**src/rtl/serial_link_pkg.sv**
```systemverilog
package serial_link_pkg;
    // ----------------------------------------------------------------
    // clock and line rates
    // ----------------------------------------------------------------
    localparam int unsigned CLK_MHZ        = 250;
    localparam int unsigned RATE_STD_MBPS  = 10;
    localparam int unsigned RATE_SLOW_MBPS = 5;
    localparam int unsigned RATE_FAST_MBPS = 20;
    localparam int unsigned DIV_W          = 8;
    localparam logic [DIV_W-1:0] DIV_STD   = DIV_W'(CLK_MHZ / RATE_STD_MBPS);
    localparam logic [DIV_W-1:0] DIV_SLOW  = DIV_W'(CLK_MHZ / RATE_SLOW_MBPS);
    localparam logic [DIV_W-1:0] DIV_FAST  = DIV_W'(CLK_MHZ / RATE_FAST_MBPS);
    // ----------------------------------------------------------------
    // packet format
    // ----------------------------------------------------------------
    localparam int unsigned NUM_LINKS  = 4;
    localparam int unsigned DATA_BITS  = 8;
    localparam int unsigned CNT_W      = 4;
    localparam logic [CNT_W-1:0] LAST_DATA_BIT = CNT_W'(DATA_BITS - 1);
    localparam logic       LINE_IDLE   = 1'b0;
    localparam logic       START_BIT   = 1'b1;
    localparam logic       DATA_FLAG   = 1'b1;
    localparam logic       ACK_FLAG    = 1'b0;
    localparam logic       STOP_BIT    = 1'b0;
    // ----------------------------------------------------------------
    // states and helpers
    // ----------------------------------------------------------------
    typedef enum logic [2:0] {
        TX_IDLE  = 3'h0,
        TX_START = 3'h1,
        TX_FLAG  = 3'h3,
        TX_DATA  = 3'h2,
        TX_STOP  = 3'h6,
        TX_ACK   = 3'h7
    } tx_state_type;
    typedef enum logic [1:0] {
        RX_IDLE = 2'h0,
        RX_FLAG = 2'h1,
        RX_DATA = 2'h3,
        RX_STOP = 2'h2
    } rx_state_type;

    function automatic logic [DIV_W-1:0] bit_period(input logic glob, input logic grp);
        unique case ({glob, grp})
            2'b01:   bit_period = DIV_SLOW;
            2'b11:   bit_period = DIV_FAST;
            default: bit_period = DIV_STD;
        endcase
    endfunction : bit_period
endpackage : serial_link_pkg

```
**src/rtl/serial_link_if.sv**
```systemverilog
`timescale 1ns/1ps
interface serial_link_if;
    logic [serial_link_pkg::NUM_LINKS-1:0] dev_to_peer;
    logic [serial_link_pkg::NUM_LINKS-1:0] peer_to_dev;
    modport device (output dev_to_peer, input peer_to_dev);
    modport peer   (input dev_to_peer, output peer_to_dev);
endinterface : serial_link_if

```
**src/rtl/serial_link_engine.sv**
```systemverilog
`timescale 1ns/1ps
// Overview of operation
// - four identical links, one rx one tx
// - every sent byte acknowledged on same link
// - idle output line held low
// - data packet: start, one, eight bits, stop
// - data bits sent and assembled lsb first
// - wait for ack: start then zero
// - ack only when byte and next accepted
// - release sender only after each byte's ack
// - rates 10, 5 and 20 mbit/s
// - timing independent of clock phase
// - global strap plus per-group strap selects rate
// - strap code 00/10=10, 01=5, 11=20
// - 5 mbit/s only on fastest grades
module serial_link_engine #(
    parameter int unsigned LINKS = serial_link_pkg::NUM_LINKS
) (
    input  wire logic                                           mclk,
    input  wire logic                                           rst,
    serial_link_if.device                                       link,
    input  wire logic                                           global_rate_strap,
    input  wire logic                                           first_port_rate_strap,
    input  wire logic                                           other_ports_rate_strap,
    input  wire logic [LINKS-1:0]                               tx_valid,
    input  wire logic [LINKS-1:0][serial_link_pkg::DATA_BITS-1:0] tx_data,
    input  wire logic [LINKS-1:0]                               tx_last,
    output logic      [LINKS-1:0]                               tx_ready,
    output logic      [LINKS-1:0]                               tx_done,
    output logic      [LINKS-1:0]                               rx_valid,
    output logic      [LINKS-1:0][serial_link_pkg::DATA_BITS-1:0] rx_data,
    input  wire logic [LINKS-1:0]                               rx_ready
);
    // ----------------------------------------------------------------
    // strap synchronisers and rate select
    // ----------------------------------------------------------------
    logic [2:0] strap_s1_q, strap_s2_q;
    always_ff @(posedge mclk or posedge rst) begin
        if (rst) begin
            strap_s1_q <= 3'h0;
            strap_s2_q <= 3'h0;
        end else begin
            strap_s1_q <= {global_rate_strap, first_port_rate_strap, other_ports_rate_strap};
            strap_s2_q <= strap_s1_q;
        end
    end

    genvar g;
    for (g = 0; g < LINKS; g++) begin : g_link
        logic grp;
        logic [serial_link_pkg::DIV_W-1:0] period;
        assign grp    = (g == 0) ? strap_s2_q[1] : strap_s2_q[0];
        assign period = serial_link_pkg::bit_period(strap_s2_q[2], grp);

        // ------------------------------------------------------------
        // receive line sync
        // ------------------------------------------------------------
        logic rx_s1_q, rx_s2_q;
        always_ff @(posedge mclk or posedge rst) begin
            if (rst) begin
                rx_s1_q <= 1'b0;
                rx_s2_q <= 1'b0;
            end else begin
                rx_s1_q <= link.peer_to_dev[g];
                rx_s2_q <= rx_s1_q;
            end
        end

        // ------------------------------------------------------------
        // receiver
        // ------------------------------------------------------------
        serial_link_pkg::rx_state_type rs_q, rs_d;
        logic [serial_link_pkg::DIV_W-1:0] rtim_q, rtim_d;
        logic [serial_link_pkg::CNT_W-1:0] rcnt_q, rcnt_d;
        logic [serial_link_pkg::DATA_BITS-1:0] rsh_q, rsh_d;
        logic rvalid_q, rvalid_d, ack_req_q, ack_req_d, ack_pend_q, ack_pend_d;
        logic ack_seen;
        logic [serial_link_pkg::DATA_BITS-1:0] rdata_q, rdata_d;
        always_comb begin
            rs_d = rs_q; rtim_d = rtim_q; rcnt_d = rcnt_q; rsh_d = rsh_q;
            rvalid_d = rvalid_q; rdata_d = rdata_q; ack_pend_d = ack_pend_q;
            ack_req_d = 1'b0; ack_seen = 1'b0;
            if (rvalid_q && rx_ready[g]) rvalid_d = 1'b0;
            // ack once the byte is taken; a byte ending now sets the flag again
            if (ack_pend_q && !rvalid_q) begin
                ack_req_d  = 1'b1;
                ack_pend_d = 1'b0;
            end
            unique case (rs_q)
                serial_link_pkg::RX_IDLE: if (rx_s2_q == serial_link_pkg::START_BIT) begin
                    rs_d = serial_link_pkg::RX_FLAG;
                    rtim_d = period + (period >> 1) - 1'b1;
                end
                serial_link_pkg::RX_FLAG: if (rtim_q == '0) begin
                    rtim_d = period - 1'b1; rcnt_d = '0;
                    if (rx_s2_q == serial_link_pkg::DATA_FLAG) rs_d = serial_link_pkg::RX_DATA;
                    else begin
                        ack_seen = 1'b1;
                        rs_d = serial_link_pkg::RX_STOP;
                        rtim_d = period >> 1;
                    end
                end else rtim_d = rtim_q - 1'b1;
                serial_link_pkg::RX_DATA: if (rtim_q == '0) begin
                    rtim_d = period - 1'b1;
                    rsh_d = {rx_s2_q, rsh_q[serial_link_pkg::DATA_BITS-1:1]};
                    rcnt_d = rcnt_q + 1'b1;
                    if (rcnt_q == serial_link_pkg::LAST_DATA_BIT) begin
                        rs_d = serial_link_pkg::RX_STOP;
                        rdata_d = {rx_s2_q, rsh_q[serial_link_pkg::DATA_BITS-1:1]};
                        rvalid_d = 1'b1;
                        ack_pend_d = 1'b1;
                    end
                end else rtim_d = rtim_q - 1'b1;
                serial_link_pkg::RX_STOP: if (rtim_q == '0) begin
                    if (rx_s2_q == serial_link_pkg::STOP_BIT) rs_d = serial_link_pkg::RX_IDLE;
                end else rtim_d = rtim_q - 1'b1;
            endcase
        end
        always_ff @(posedge mclk or posedge rst) begin
            if (rst) begin
                rs_q <= serial_link_pkg::RX_IDLE; rtim_q <= '0; rcnt_q <= '0; rsh_q <= '0;
                rvalid_q <= 1'b0; rdata_q <= '0; ack_pend_q <= 1'b0; ack_req_q <= 1'b0;
            end else begin
                rs_q <= rs_d; rtim_q <= rtim_d; rcnt_q <= rcnt_d; rsh_q <= rsh_d;
                rvalid_q <= rvalid_d; rdata_q <= rdata_d; ack_req_q <= ack_req_d;
                ack_pend_q <= ack_pend_d;
            end
        end

        // ------------------------------------------------------------
        // transmitter
        // ------------------------------------------------------------
        serial_link_pkg::tx_state_type ts_q, ts_d;
        logic [serial_link_pkg::DIV_W-1:0] ttim_q, ttim_d;
        logic [serial_link_pkg::CNT_W-1:0] tcnt_q, tcnt_d;
        logic [serial_link_pkg::DATA_BITS-1:0] tsh_q, tsh_d;
        logic line_q, line_d, is_ack_q, is_ack_d, last_q, last_d;
        logic ack_due_q, ack_due_d, ack_got_q, ack_got_d, rdy_q, rdy_d, done_q, done_d;
        logic tick;
        assign tick = (ttim_q == '0);
        always_comb begin
            ts_d = ts_q; ttim_d = tick ? '0 : ttim_q - 1'b1; tcnt_d = tcnt_q; tsh_d = tsh_q;
            line_d = line_q; is_ack_d = is_ack_q; last_d = last_q; done_d = 1'b0;
            ack_due_d = ack_due_q | ack_req_q;
            ack_got_d = ack_got_q | ack_seen;
            rdy_d = 1'b0;
            unique case (ts_q)
                serial_link_pkg::TX_IDLE: begin
                    line_d = serial_link_pkg::LINE_IDLE;
                    if (ack_due_d) begin
                        ack_due_d = 1'b0; is_ack_d = 1'b1;
                        ts_d = serial_link_pkg::TX_START; ttim_d = period - 1'b1;
                        line_d = serial_link_pkg::START_BIT;
                    end else if (tx_valid[g] && rdy_q) begin
                        is_ack_d = 1'b0; tsh_d = tx_data[g]; last_d = tx_last[g];
                        ts_d = serial_link_pkg::TX_START; ttim_d = period - 1'b1;
                        line_d = serial_link_pkg::START_BIT;
                    end else rdy_d = 1'b1;
                end
                serial_link_pkg::TX_START: if (tick) begin
                    ts_d = serial_link_pkg::TX_FLAG; ttim_d = period - 1'b1;
                    line_d = is_ack_q ? serial_link_pkg::ACK_FLAG : serial_link_pkg::DATA_FLAG;
                end
                serial_link_pkg::TX_FLAG: if (tick) begin
                    ttim_d = period - 1'b1; tcnt_d = '0;
                    if (is_ack_q) begin
                        ts_d = serial_link_pkg::TX_IDLE; line_d = serial_link_pkg::LINE_IDLE;
                    end else begin
                        ts_d = serial_link_pkg::TX_DATA; line_d = tsh_q[0];
                    end
                end
                serial_link_pkg::TX_DATA: if (tick) begin
                    ttim_d = period - 1'b1; tcnt_d = tcnt_q + 1'b1;
                    tsh_d = tsh_q >> 1;
                    if (tcnt_q == serial_link_pkg::LAST_DATA_BIT) begin
                        ts_d = serial_link_pkg::TX_STOP; line_d = serial_link_pkg::STOP_BIT;
                    end else line_d = tsh_q[1];
                end
                serial_link_pkg::TX_STOP: if (tick) begin
                    ts_d = serial_link_pkg::TX_ACK; ack_got_d = ack_seen;
                end
                serial_link_pkg::TX_ACK: begin
                    line_d = serial_link_pkg::LINE_IDLE;
                    if (ack_got_q) begin
                        ack_got_d = ack_seen; ts_d = serial_link_pkg::TX_IDLE;
                        done_d = last_q;
                    end
                end
                default: ts_d = serial_link_pkg::TX_IDLE;
            endcase
        end
        always_ff @(posedge mclk or posedge rst) begin
            if (rst) begin
                ts_q <= serial_link_pkg::TX_IDLE; ttim_q <= '0; tcnt_q <= '0; tsh_q <= '0;
                line_q <= 1'b0; is_ack_q <= 1'b0; last_q <= 1'b0; ack_due_q <= 1'b0;
                ack_got_q <= 1'b0; rdy_q <= 1'b0; done_q <= 1'b0;
            end else begin
                ts_q <= ts_d; ttim_q <= ttim_d; tcnt_q <= tcnt_d; tsh_q <= tsh_d;
                line_q <= line_d; is_ack_q <= is_ack_d; last_q <= last_d;
                ack_due_q <= ack_due_d; ack_got_q <= ack_got_d; rdy_q <= rdy_d;
                done_q <= done_d;
            end
        end
        assign link.dev_to_peer[g] = line_q;
        assign tx_ready[g]         = rdy_q;
        assign tx_done[g]          = done_q;
        assign rx_valid[g]         = rvalid_q;
        assign rx_data[g]          = rdata_q;
    end
endmodule : serial_link_engine

```
**src/flat_wrapper.sv**
```systemverilog
// flat-port wrapper written by rule: the top's interface ports become plain ports
module serial_link_engine_flat 
#(
    parameter int unsigned LINKS = serial_link_pkg::NUM_LINKS
)
  (mclk, rst, global_rate_strap, first_port_rate_strap, other_ports_rate_strap, tx_valid, tx_data, tx_last, tx_ready, tx_done, rx_valid, rx_data, rx_ready, link_dev_to_peer, link_peer_to_dev);
  serial_link_if link_i ();
  input  wire logic mclk;
  input  wire logic rst;
  input  wire logic global_rate_strap;
  input  wire logic first_port_rate_strap;
  input  wire logic other_ports_rate_strap;
  input  wire logic [LINKS-1:0] tx_valid;
  input  wire logic [LINKS-1:0][serial_link_pkg::DATA_BITS-1:0] tx_data;
  input  wire logic [LINKS-1:0] tx_last;
  output logic      [LINKS-1:0] tx_ready;
  output logic      [LINKS-1:0] tx_done;
  output logic      [LINKS-1:0] rx_valid;
  output logic      [LINKS-1:0][serial_link_pkg::DATA_BITS-1:0] rx_data;
  input  wire logic [LINKS-1:0] rx_ready;
  output wire logic [$bits(link_i.dev_to_peer)-1:0] link_dev_to_peer;
  input wire logic [$bits(link_i.peer_to_dev)-1:0] link_peer_to_dev;
  assign link_dev_to_peer = link_i.dev_to_peer;
  assign link_i.peer_to_dev = link_peer_to_dev;
  serial_link_engine #(.LINKS(LINKS)) u_core (.mclk(mclk), .rst(rst), .link(link_i), .global_rate_strap(global_rate_strap), .first_port_rate_strap(first_port_rate_strap), .other_ports_rate_strap(other_ports_rate_strap), .tx_valid(tx_valid), .tx_data(tx_data), .tx_last(tx_last), .tx_ready(tx_ready), .tx_done(tx_done), .rx_valid(rx_valid), .rx_data(rx_data), .rx_ready(rx_ready));
endmodule
```
**config.mk**
```make
export PLATFORM = sky130hd
export DESIGN_NAME = serial_link_engine_flat
export DESIGN_NICKNAME = d
export VERILOG_FILES = /design/src/rtl/serial_link_pkg.sv /design/src/rtl/serial_link_if.sv /design/src/rtl/serial_link_engine.sv /design/src/flat_wrapper.sv
export SDC_FILE = /design/constraint.sdc
export NUM_CORES = 1
export LEC_CHECK = 0
export ABC_AREA = 1
export BUFFER_PORTS_ARGS = -buffer_cell sky130_fd_sc_hd__buf_2
export CELL_PAD_IN_SITES_DETAIL_PLACEMENT = 0
export CELL_PAD_IN_SITES_GLOBAL_PLACEMENT = 1
export CORE_MARGIN = 8
export CORE_UTILIZATION = 30
export CTS_BUF_LIST = sky130_fd_sc_hd__clkbuf_8
export DETAILED_ROUTE_END_ITERATION = 7
export MAX_ROUTING_LAYER = met4
export PLACE_DENSITY_LB_ADDON = 0.1
export SLEW_MARGIN = 20
export SYNTH_ARGS = -nofsm -noshare
export SYNTH_HDL_FRONTEND = slang
export SYNTH_SLANG_ARGS = --single-unit
```
**constraint.sdc**
```tcl
create_clock -name mclk -period 11.5 [get_ports mclk]
set_clock_uncertainty 0.15 [all_clocks]
set_input_delay 2.3 -clock mclk [delete_from_list [all_inputs] [get_ports mclk]]
set_output_delay 2.3 -clock mclk [all_outputs]
set_load 0.03 [all_outputs]
```
# Yosys cells after proc, flatten, opt, wreduce, memory -nomap -nowiden
# Cells that the tools add are included.
# totals
ff_bits	266
latch_bits	0
mem_bits_rw	0
rom_bits	0
in_bits	53
mem_count	0
# classes
add_sub_neg	22
multipliers	0
n_div	0
n_lt_le_gt_ge	0
eq_ne	108
shifts	0
muxes	286
n_bitwise	12
reduce_logical	100
# ops
operator	count
$mux 8	48
$pmux 8 s2	8
$pmux 8 s4	4
$mux 1	124
$mux 3	32
$ne 2x1->1 const B	48
$sub 8x1->8 const B	10
$pmux 3 s6	4
$logic_not 8->1	8
$mux 4	16
$pmux 4 s2	8
$mux 2	28
$reduce_and 3->1	16
$add 4x1->4 const B	8
$eq 4x3->1 const B	8
$pmux 2 s4	4
$reduce_and 4->1	8
$reduce_bool 2->1	16
$reduce_and 7->1	4
$eq 3x2->1 const B	8
$eq 3x3->1 const B	8
$ne 2x2->1 const B	12
$pmux 6 s2	2
$reduce_and 2->1	12
other kinds (17)	84

# Longest topological paths before layout
# Gate-level depths: netlist of the first run.
# depth
ltp_word	6
ltp_mapped	12

# Least setup slack after synthesis of the first run
# Ideal clock, no wire load.
# synth_timing
kind	input-to-reg
startpoint	in tx_valid[1]
endpoint	reg u_core.g_link[1].tsh_q[1] in the netlist's numbering
setup_ns	0.123
arrival_ns	3.013
required_ns	11.227
slack_ns	8.213
stages	8
path_buffers	1
cell_sequence	nand2_1 nor3_4 inv_2 nand2_2 inv_2 buf_6 nand2_1 o21ai_2
# synth_via
elab_chain_cells	3
# synth_rtl
item	line	text
from (decl)	flat_wrapper.sv:13	input wire logic [LINKS-1:0] tx_valid;
$logic_and 1x1->1	serial_link_engine.sv:154	end else if (tx_valid[g] && rdy_q) begin
$ne 2x1->1 (no line)	-	
$reduce_and 4->1 (no line)	-	
to (signal assigned)	serial_link_engine.sv:198	ts_q <= ts_d; ttim_q <= ttim_d; tcnt_q <= tcnt_d; tsh_q <= tsh_d;
to (decl)	serial_link_engine.sv:136	logic [serial_link_pkg::DATA_BITS-1:0] tsh_q, tsh_d;
# No other way between the ends.
# A chain may end at the register's enable or synchronous reset.

# Worst setup path after layout of the first run
# layout_timing
startpoint	reg u_core.g_link[2].rdy_q
endpoint	out tx_ready[2]
# layout_rtl
item	line	text
from (decl)	serial_link_engine.sv:138	logic ack_due_q, ack_due_d, ack_got_q, ack_got_d, rdy_q, rdy_d, done_q, done_d;
from (signal assigned)	serial_link_engine.sv:200	ack_due_q <= ack_due_d; ack_got_q <= ack_got_d; rdy_q <= rdy_d;
to (decl)	flat_wrapper.sv:16	output logic [LINKS-1:0] tx_ready;
# No word-level cell between the ends.

==> results of run 1 <==
-- per-layer routing --
layer / up-vias / part of all wire / global-route usage
li1: 5620 / - / -
met1: 5156 / 0.49 / 0.180
met2: 137 / 0.45 / 0.208
met3: 56 / 0.039 / 0.0298
met4: 0 / 0.020 / 0.0366
met5: - / 0 / -
-- sequential cells by signal, indices dropped and copies added (netlist names) --
name and count:
u_core.g_link.rsh_q 28, u_core.g_link.rtim_q 32, u_core.g_link.is_ack_q 4, u_core.g_link.rcnt_q 16, u_core.g_link.line_q 4, u_core.g_link.rdata_q 32
u_core.g_link.rx_s2_q 4, u_core.strap_s2_q 3, u_core.g_link.ack_due_q 4, u_core.g_link.tsh_q 32, u_core.g_link.tcnt_q 16, u_core.g_link.ts_q 12
u_core.g_link.ack_pend_q 4, u_core.g_link.ack_req_q 4, u_core.g_link.rdy_q 4, u_core.g_link.rvalid_q 4, u_core.g_link.rs_q 8, u_core.g_link.ack_got_q 4
u_core.g_link.rx_s1_q 4, u_core.g_link.done_q 4, u_core.strap_s1_q 3, u_core.g_link.ttim_q 32, u_core.g_link.last_q 4
-- cell usage in the layout, fill, tap and decap left out, types with 22 or more instances in the layout --
cell	count
sky130_fd_sc_hd__a21oi_1	41
sky130_fd_sc_hd__buf_2	100
sky130_fd_sc_hd__clkbuf_8	63
sky130_fd_sc_hd__dfrtp_1	262
sky130_fd_sc_hd__ha_1	24
sky130_fd_sc_hd__inv_1	182
sky130_fd_sc_hd__inv_2	31
sky130_fd_sc_hd__nand2_1	391
sky130_fd_sc_hd__nand2_2	22
sky130_fd_sc_hd__nand3_1	95
sky130_fd_sc_hd__nor2_1	151
sky130_fd_sc_hd__o21ai_0	144
sky130_fd_sc_hd__o21ai_1	36
sky130_fd_sc_hd__o22ai_1	25
sky130_fd_sc_hd__xor2_1	29
-- power groups by stage --
stage | Combinational (mW) | Clock, mW | Sequential (mW)
after global placement | 1.32 | 0 | 1.41
final | 1.30 | 0.899 | 1.39
after detailed placement | 1.32 | 0 | 1.40
after CTS | 1.32 | 0.954 | 1.39
after global routing | 1.51 | 0.994 | 1.43
after floorplan | 1.10 | 0 | 1.33
-- through the flow --
stage,power (mW),util,hold WS [ns],std cells
CTS,3.67,0.346,0.196,2404
finish,3.59,0.346,0.183,2404
floorplan,2.43,-,0.181,1661
global route,3.93,0.346,0.214,2404
global placement,2.72,0.325,0.185,2320
detailed placement,2.72,0.325,0.193,2320
-- worst min path at each step --
stage / endpoint / slack, ns / cells past startpoint
global route: u_core.strap_s2_q[1] / 0.21 / 0
finish: u_core.strap_s2_q[1] / 0.18 / 0
global placement: u_core.strap_s2_q[0] / 0.19 / 0
CTS: u_core.strap_s2_q[1] / 0.20 / 0
floorplan: u_core.g_link[0].rx_s2_q / 0.18 / 0
detailed placement: u_core.strap_s2_q[2] / 0.19 / 0
-- cell families after synthesis --
group	count (synthesis)	share of synthesized area
multiplexers	13	0.0102
XOR/XNOR	44	0.0280
AND/OR/NAND/NOR	755	0.250
flip-flops	262	0.477
buffers and inverters	250	0.0794
adder cells (fa/ha/maj)	24	0.0218
AO/OA/AOI/OAI	313	0.134
-- area by class of cell --
class	instances	area share
sequential	262	0.418
multi-input combinational	1149	0.389
clock buffer	63	0.0553
inverter	207	0.0505
tap	600	0.0479
timing repair buffer	102	0.0337
clock inverter	21	0.00582
==> flow_summary.json, run 1 <==
{
  "ff2ff_setup_slack_ns": 8.42,
  "first_iter_violations": 664,
  "fp.dieW_um": 230,
  "maxSlewViolCount": 0,
  "status": "finished, final reports clean",
  "grt_util_all_layers": 0.135,
  "fin_nets": 1850,
  "fp-row-count": 78,
  "cts_tree": "yes",
  "worstSetupPathType": "register to primary output",
  "reg2reg_start": "u_core.strap_s2_q[0]",
  "critical_path.slowest_cell": "sky130_fd_sc_hd__dfrtp_1",
  "clock_tree.htree_level_count": 2,
  "cts_root_buffer": "sky130_fd_sc_hd__clkbuf_8",
  "period_share": 0.324,
  "final_critical_path_setup_slack_ns": 7.78,
  "netlist_top_cells_count": "sky130_fd_sc_hd__nand2_1, sky130_fd_sc_hd__dfrtp_1, sky130_fd_sc_hd__inv_1, sky130_fd_sc_hd__nor2_1, sky130_fd_sc_hd__o21ai_0",
  "worst_path_dominant_cell_family": "flip-flops",
  "ys.warnings.count": 0,
  "placedInstanceArea_sq_um": 14700,
  "clock.fmax_mhz": 269,
  "synthCells": 1661,
  "yosys.area.top_type_share": 0.477,
  "netlist_area_sq_um": 13800,
  "setup.worst_path.start_class": "register",
  "routed_via_density": 4.56,
  "floorplan.initialDensity": 0.304,
  "post-dp-hpwl_mm": 24.1,
  "synthesis.area_per_instance_sq_um": 8.28,
  "cp_cell_sequence": "buf_2",
  "clock_sink_count": 262,
  "pin_count_of_the_biggest_net_entering_global_routing": 138,
  "worstHoldStart": "u_core.strap_s1_q[1]",
  "dp_slack_ns": 7.46,
  "synthFlopType": "sky130_fd_sc_hd__dfrtp_1",
  "ys_async_sr_fraction": 1.00,
  "cts_post_setup_buffers_inserted": 0,
  "insertion_delay_ns": 0.61,
  "power_density_relative_to_cell_area_nw_per_um2": 229,
  "yosys.area.top_type": "sky130_fd_sc_hd__dfrtp_1",
  "worstReg2RegEnd": "u_core.g_link[2].rtim_q[2]",
  "design.core.area_sq_um": 45300,
  "synth_most_common_cell": "sky130_fd_sc_hd__nand2_1",
  "io_buffers": 100,
  "design_area_sq_um": 15700,
  "grt_setup_unrepaired": "no",
  "diodes": 0,
  "ctsHoldBuffers": 0,
  "ios": 101,
  "power.internal_mw": 2.13,
  "maximum_fanout_count_along_the_critical_path": 2,
  "pwr-share-comb": 0.363,
  "setup_viol": 0,
  "dr.pass1.iters": 5,
  "ctsLongestPathBuffers": 3,
  "min_path_type": "register to register",
  "worst-endpoint-arrival_ns": 1.27,
  "final_layout_size_suffix_gt1_frac": 0.178,
  "post-route-drc-count": 0,
  "synth.yosys.seq_area_share": 0.477,
  "finalCriticalPeriod_ns": 3.72,
  "net_switching_fraction_of_the_power": 0.406,
  "final.setup.tns_ns": 0,
  "yosysUniqueCellTypes": 54,
  "place.gp.congestion": 0.776,
  "dieHeight_um": 230,
  "clk_pin_slew_worst_paths_ns": 0.06,
  "via_count_of_the_first_global_routing_pass": 11071,
  "worstSetupStartpoint": "u_core.g_link[2].rdy_q",
  "worstMarginPinSlew_ns": 0.950,
  "fp.dieArea_sq_um": 52900,
  "worst_slew_margin_relative_to_its_limit": 0.367,
  "static-leakage-power_nw": 7.74,
  "synth_seq_cells": 262,
  "reg2reg_depth": 11,
  "pwr-share-clk": 0.251,
  "power.sequential.fraction": 0.386,
  "cp-end-kind": "primary output",
  "cp_data_required_time_ns": 9.05,
  "number_of_cts_inserted_buffers": 51,
  "route.final.wire_length_mm": 34.5,
  "routed-via-count": 10969,
  "synth_enable_flop_cells": 0,
  "irDropWorstVdd_v": 0.0000692,
  "final-seq-area_sq_um": 6560,
  "cap_violations": 0,
  "max_incr_delay_on_cp_ns": 0.43,
  "antenna_found_initial": 0,
  "first_pass_grt_wire_length_mm": 58.1,
  "synth_nets": 1738,
  "wl_per_cell_um": 14.4,
  "crit_buf_inv": 1,
  "globalRoute.totalOverflow": 0,
  "final_hold_violating_endpoints": 0,
  "p_switching_mw": 1.46,
  "area_delta_synth_final_pct": 14.1,
  "worst-path-stages": 1,
  "worst_setup_path_endpoint": "tx_ready[2]",
  "postRouteAntennaNets": 0,
  "filler_cell_count": 4856,
  "ys_top_cells_by_area": "sky130_fd_sc_hd__dfrtp_1, sky130_fd_sc_hd__nand2_1, sky130_fd_sc_hd__o21ai_0",
  "multiInputGateArea_sq_um": 6100,
  "post_cts_resize_count": 0
}
(Power assumes the default switching activity.)
==> run 2, diff against run 1 <==
==> constraint.sdc (replaced) <==
create_clock -name mclk -period 3.4 [get_ports mclk]
set_clock_uncertainty 0.15 [all_clocks]
set_input_delay 0.68 -clock mclk [delete_from_list [all_inputs] [get_ports mclk]]
set_output_delay 0.68 -clock mclk [all_outputs]
set_load 0.03 [all_outputs]
==> run 2 against run 1 <==
Core utilization grew 0.72 points. Count of clock-buffer cells in the layout is 4 higher. Sequential share of layout area shrank 0.86 points. Die area is the same. Global-route usage rose by 0.36 points. Worst setup slack worse by 6.7 ns. Sequential cell count unchanged. Non-clock buffer count up 15. Combinational power increased to 3.4 times the previous value. Design area up 2.1%. Sequential power rose to 3.4 times the previous value. Largest cell class unchanged. Highest routed layer unchanged.
==> flow_summary.json, run 2 (same netlist as run 1, synthesis figures left out) <==
{
  "status": "finished, final reports clean",
  "worstReg2RegEnd": "u_core.g_link[2].rtim_q[2]",
  "wl_per_cell_um": 14.6,
  "antenna_found_initial": 0,
  "clock_tree.htree_level_count": 2,
  "ios": 101,
  "maxSlewViolCount": 0,
  "diodes": 0,
  "final_layout_size_suffix_gt1_frac": 0.184,
  "worstHoldStart": "rx_ready[1]",
  "via_count_of_the_first_global_routing_pass": 11379,
  "clock.fmax_mhz": 440,
  "clk_pin_slew_worst_paths_ns": 0.06,
  "design.core.area_sq_um": 45300,
  "post_cts_resize_count": 0,
  "ctsLongestPathBuffers": 3,
  "final-seq-area_sq_um": 6560,
  "route.final.wire_length_mm": 35.4,
  "fp-row-count": 78,
  "p_switching_mw": 5.05,
  "number_of_cts_inserted_buffers": 51,
  "first_iter_violations": 586,
  "hold-path-cell-count": 2,
  "maximum_fanout_count_along_the_critical_path": 13,
  "ctsHoldBuffers": 9,
  "grt_util_all_layers": 0.139,
  "power.internal_mw": 7.49,
  "power_density_relative_to_cell_area_nw_per_um2": 783,
  "cts_root_buffer": "sky130_fd_sc_hd__clkbuf_8",
  "multiInputGateArea_sq_um": 6100,
  "routed-via-count": 11006,
  "fin_nets": 1865,
  "globalRoute.totalOverflow": 0,
  "ff2ff_setup_slack_ns": 1.13,
  "finalCriticalPeriod_ns": 2.27,
  "cts_tree": "yes",
  "worstSetupPathType": "register to register",
  "cts_post_setup_buffers_inserted": 0,
  "worstMarginPinSlew_ns": 0.715,
  "dieHeight_um": 230,
  "area_delta_synth_final_pct": 16.5,
  "layout_commonest_cell": "sky130_fd_sc_hd__nand2_1",
  "setup.worst_path.start_class": "register",
  "net_switching_fraction_of_the_power": 0.403,
  "first_pass_grt_wire_length_mm": 59.7,
  "io_buffers": 100,
  "pwr-share-clk": 0.270,
  "postRouteAntennaNets": 0,
  "irDropWorstVdd_v": 0.000243,
  "pin_count_of_the_biggest_net_entering_global_routing": 61,
  "cap_violations": 0,
  "cp-end-kind": "register",
  "floorplan.initialDensity": 0.304,
  "post-route-drc-count": 0,
  "place.gp.congestion": 0.798,
  "final_hold_violating_endpoints": 0,
  "grt_setup_unrepaired": "no",
  "worst-endpoint-arrival_ns": 2.64,
  "fp.dieArea_sq_um": 52900,
  "pwr-share-comb": 0.356,
  "worst_slew_margin_relative_to_its_limit": 0.522,
  "post-dp-hpwl_mm": 25.0,
  "cp_data_required_time_ns": 3.77,
  "static-leakage-power_nw": 7.90,
  "filler_cell_count": 4855,
  "reg2reg_depth": 12,
  "min_path_type": "input pin to register",
  "clock_sink_count": 262,
  "power.sequential.fraction": 0.374,
  "period_share": 0.668,
  "total_power_mw": 12.5,
  "commonest_cells_after_routing_fill_and_taps_aside": "sky130_fd_sc_hd__nand2_1, sky130_fd_sc_hd__dfrtp_1, sky130_fd_sc_hd__inv_1",
  "fp.dieW_um": 230,
  "setup_viol": 0,
  "routed_via_density": 4.53,
  "insertion_delay_ns": 0.63,
  "final.setup.tns_ns": 0,
  "reg2reg_start": "u_core.strap_s2_q[2]",
  "dr.pass1.iters": 5,
  "hold_end": "u_core.g_link[1].rvalid_q"
}
run 2: worst max path at each step:
stage | slack (ns) | start | endpoint
after floorplan | -0.89 | rst | u_core.g_link[0].ack_due_q
after global placement | 1.21 | u_core.g_link[1].rtim_q[0] | u_core.g_link[1].rdata_q[0]
after detailed placement | 1.11 | u_core.strap_s2_q[2] | u_core.g_link[2].rtim_q[2]
after CTS | 1.09 | u_core.strap_s2_q[0] | u_core.g_link[1].rtim_q[0]
after global routing | 0.87 | u_core.strap_s2_q[2] | u_core.g_link[2].rtim_q[2]
final | 1.13 | u_core.strap_s2_q[2] | u_core.g_link[2].rtim_q[2]
run 2: worst max-delay path, stage by stage (launching register included):
cell,delay (ns)
sky130_fd_sc_hd__dfrtp_1,0.37
sky130_fd_sc_hd__inv_1,0.07
sky130_fd_sc_hd__nand2_1,0.34
sky130_fd_sc_hd__inv_1,0.21
sky130_fd_sc_hd__ha_1,0.28
sky130_fd_sc_hd__inv_1,0.20
sky130_fd_sc_hd__nand2_1,0.07
sky130_fd_sc_hd__o21ai_0,0.08
sky130_fd_sc_hd__nand2_1,0.07
sky130_fd_sc_hd__nand3_1,0.09
sky130_fd_sc_hd__nand2_1,0.05
sky130_fd_sc_hd__o21ai_1,0.11
sky130_fd_sc_hd__nand2_1,0.06
run 2: power by group through the flow:
| stage | Sequential (mW) | Clock (mW) | Combinational [mW] |
|---|---|---|---|
| finish | 4.69 | 3.39 | 4.47 |
| global route | 4.82 | 3.69 | 5.16 |
| CTS | 4.69 | 3.57 | 4.54 |
| detailed placement | 4.73 | 0 | 4.51 |
| global placement | 4.74 | 0 | 4.51 |
| floorplan | 4.50 | 0 | 3.73 |
run 2: layout make-up:
| type | count | share of cell area |
|---|---|---|
| clock buffers | 67 | 0.0576 |
| flip-flops and latches | 262 | 0.409 |
| well taps | 600 | 0.0469 |
| inverters | 207 | 0.0492 |
| repair buffers | 117 | 0.0445 |
| clock inverters | 29 | 0.0114 |
| multi-input cells | 1149 | 0.381 |
run 2: stage by stage:
step	std cells	utilization	worst slack, ns	cell area (sq um)	hold slack (ns)
global route	2431	0.354	0.873	16000	0.0850
floorplan	1661	-	-0.886	13800	0.181
detailed placement	2326	0.327	1.11	14800	0.187
CTS	2431	0.354	1.09	16000	0.0271
global placement	2326	0.327	1.21	14800	0.181
finish	2431	0.354	1.13	16000	0.0923
run 2: metal layers:
metal	track usage	vias to the layer above	routed length, um
li1	-	5655	-
met5	-	-	0
met1	0.181	5149	17200
met2	0.217	140	16200
met3	0.0247	62	1220
met4	0.0469	0	739
==> run 3, diff against run 2 <==
==> constraint.sdc (replaced) <==
create_clock -name mclk -period 2 [get_ports mclk]
set_clock_uncertainty 0.15 [all_clocks]
set_input_delay 0.4 -clock mclk [delete_from_list [all_inputs] [get_ports mclk]]
set_output_delay 0.4 -clock mclk [all_outputs]
set_load 0.03 [all_outputs]
==> run 3 against run 2 <==
Design area grew 4.6%. Non-clock buffer count up 85. Routed wire length rose by 2.3%. Fmax increased by 21%.
==> flow_summary.json, run 3 (same netlist as run 1, synthesis figures left out) <==
{
  "status": "finished, final reports clean",
  "fp.dieW_um": 230,
  "ios": 101,
  "fp.dieArea_sq_um": 52900,
  "fin_nets": 1951,
  "grt_util_all_layers": 0.142,
  "power.sequential.fraction": 0.374,
  "period_share": 0.937,
  "maxSlewViolCount": 0,
  "area_delta_synth_final_pct": 21.8,
  "clk_pin_slew_worst_paths_ns": 0.06,
  "wl_per_cell_um": 14.4,
  "clock.fmax_mhz": 533,
  "setup_viol": 0,
  "cts_root_buffer": "sky130_fd_sc_hd__clkbuf_8",
  "io_buffers": 100,
  "fp-row-count": 78,
  "diodes": 0,
  "pin_count_of_the_biggest_net_entering_global_routing": 67,
  "post-dp-hpwl_mm": 25.8,
  "cp_cell_sequence": "inv_1, ha_1, nand2_1, inv_1, nand2_4, o21ai_4, inv_2, nand2_1, o21ai_1, o21ai_1",
  "first_pass_grt_wire_length_mm": 61.1,
  "pwr-share-clk": 0.252,
  "design.core.area_sq_um": 45300,
  "finalCriticalPeriod_ns": 1.87,
  "dr.pass1.iters": 5,
  "worstSetupPathType": "register to register",
  "final_layout_size_suffix_gt1_frac": 0.197,
  "first_iter_violations": 561,
  "cts_tree": "yes",
  "floorplan.initialDensity": 0.304,
  "dieHeight_um": 230,
  "route.final.wire_length_mm": 36.3,
  "routed-via-count": 11382,
  "final.setup.tns_ns": 0,
  "worst_path_dominant_cell_family": "compound AO/OA/AOI/OAI gates",
  "irDropWorstVdd_v": 0.000568,
  "cp-end-kind": "register",
  "via_count_of_the_first_global_routing_pass": 11803,
  "ctsLongestPathBuffers": 3,
  "commonest_cells_after_routing_fill_and_taps_aside": "sky130_fd_sc_hd__nand2_1, sky130_fd_sc_hd__dfrtp_1, sky130_fd_sc_hd__inv_1",
  "cp_data_required_time_ns": 2.39,
  "place.gp.congestion": 0.797,
  "final_critical_path_setup_slack_ns": 0.125,
  "crit_buf_inv": 3,
  "number_of_cts_inserted_buffers": 51,
  "clock_tree.htree_level_count": 2,
  "design_area_sq_um": 16700,
  "p_switching_mw": 8.52,
  "power_density_relative_to_cell_area_nw_per_um2": 1270,
  "routed_via_density": 4.53,
  "net_switching_fraction_of_the_power": 0.401,
  "worst-endpoint-arrival_ns": 2.27,
  "insertion_delay_ns": 0.61,
  "critical_path.slowest_cell": "sky130_fd_sc_hd__dfrtp_1",
  "postRouteAntennaNets": 0,
  "cap_violations": 0,
  "setup.worst_path.start_class": "register",
  "layout_commonest_cell": "sky130_fd_sc_hd__nand2_1",
  "static-leakage-power_nw": 8.26,
  "placedInstanceArea_sq_um": 15100,
  "antenna_found_initial": 0,
  "max_incr_delay_on_cp_ns": 0.41,
  "globalRoute.totalOverflow": 0,
  "worstMarginPinSlew_ns": 0.497,
  "power.internal_mw": 12.7,
  "worst_slew_margin_relative_to_its_limit": 0.665,
  "final_hold_violating_endpoints": 0,
  "post-route-drc-count": 0,
  "clock_sink_count": 262,
  "maximum_fanout_count_along_the_critical_path": 8,
  "pwr-share-comb": 0.374,
  "dp_slack_ns": 0.0709,
  "min_path_type": "input pin to register"
}
==> run 3: metrics by stage <==
stage | power [mW] | util | hold WS, ns | cells
finish | 21.3 | 0.370 | 0.0670 | 2511
global route | 23.3 | 0.370 | 0.0568 | 2511
CTS | 21.6 | 0.367 | 0.00109 | 2507
detailed placement | 15.9 | 0.333 | 0.185 | 2365
global placement | 15.9 | 0.333 | 0.182 | 2365
floorplan | 14.0 | - | 0.181 | 1661
==> run 3: routing by layer <==
layer	global-route usage	wire, um
met1	0.181	17200
met2	0.228	17100
met3	0.0251	1170
met4	0.0461	833
met5	-	0
==> run 3: what timing repair did <==
action | 4_1_cts | 5_1_grt
hold endpoints to repair | 310 | 0
buffers inserted | 0 | 3
setup endpoints to repair | 0 | 33
hold buffers | 52 | 0
gates resized for setup | 0 | 15
==> run 3: final timing paths <==
check	depth (start not counted)	start	slack, ns	to
min in group asynchronous	3	rst	0.15	u_core.g_link[3].done_q
max in group asynchronous	4	rst	0.84	u_core.g_link[1].ts_q[0]
setup / recovery	10	u_core.g_link[1].rtim_q[0]	0.13	u_core.g_link[1].rtim_q[6]
hold reg to reg	0	u_core.g_link[1].rx_s1_q	0.20	u_core.g_link[1].rx_s2_q
hold / removal	4	tx_data[10]	0.07	u_core.g_link[1].tsh_q[2]
setup reg to reg	10	u_core.g_link[1].rtim_q[0]	0.13	u_core.g_link[1].rtim_q[6]
==> run 3: area by class of cell <==
class | instances | area [sq um]
fill | 4804 | 28500
sequential | 262 | 6560
inverter | 207 | 791
tap | 600 | 751
timing repair buffer | 202 | 1450
multi-input combinational | 1150 | 6180
clock buffer | 68 | 936
clock inverter | 22 | 87.6
==> run 3: power groups by stage <==
stage,Clock [mW],Combinational (mW),Sequential [mW]
2_1_floorplan,0,6.34,7.64
4_1_cts,5.67,8.00,7.95
5_1_grt,5.86,9.23,8.18
3_3_place_gp,0,7.87,8.03
3_5_place_dp,0,7.88,8.01
6_report,5.35,7.96,7.95
==> run 3: worst reg2reg max path, delay by kind of cell (launching register included) <==
kind / cells / cell delay, ns
adders and majority gates: 1 / 0.16
DFF: 1 / 0.41
buffers and inverters: 3 / 0.35
and+or+nand+nor: 3 / 0.31
AOI/OAI and AO/OA: 3 / 0.42
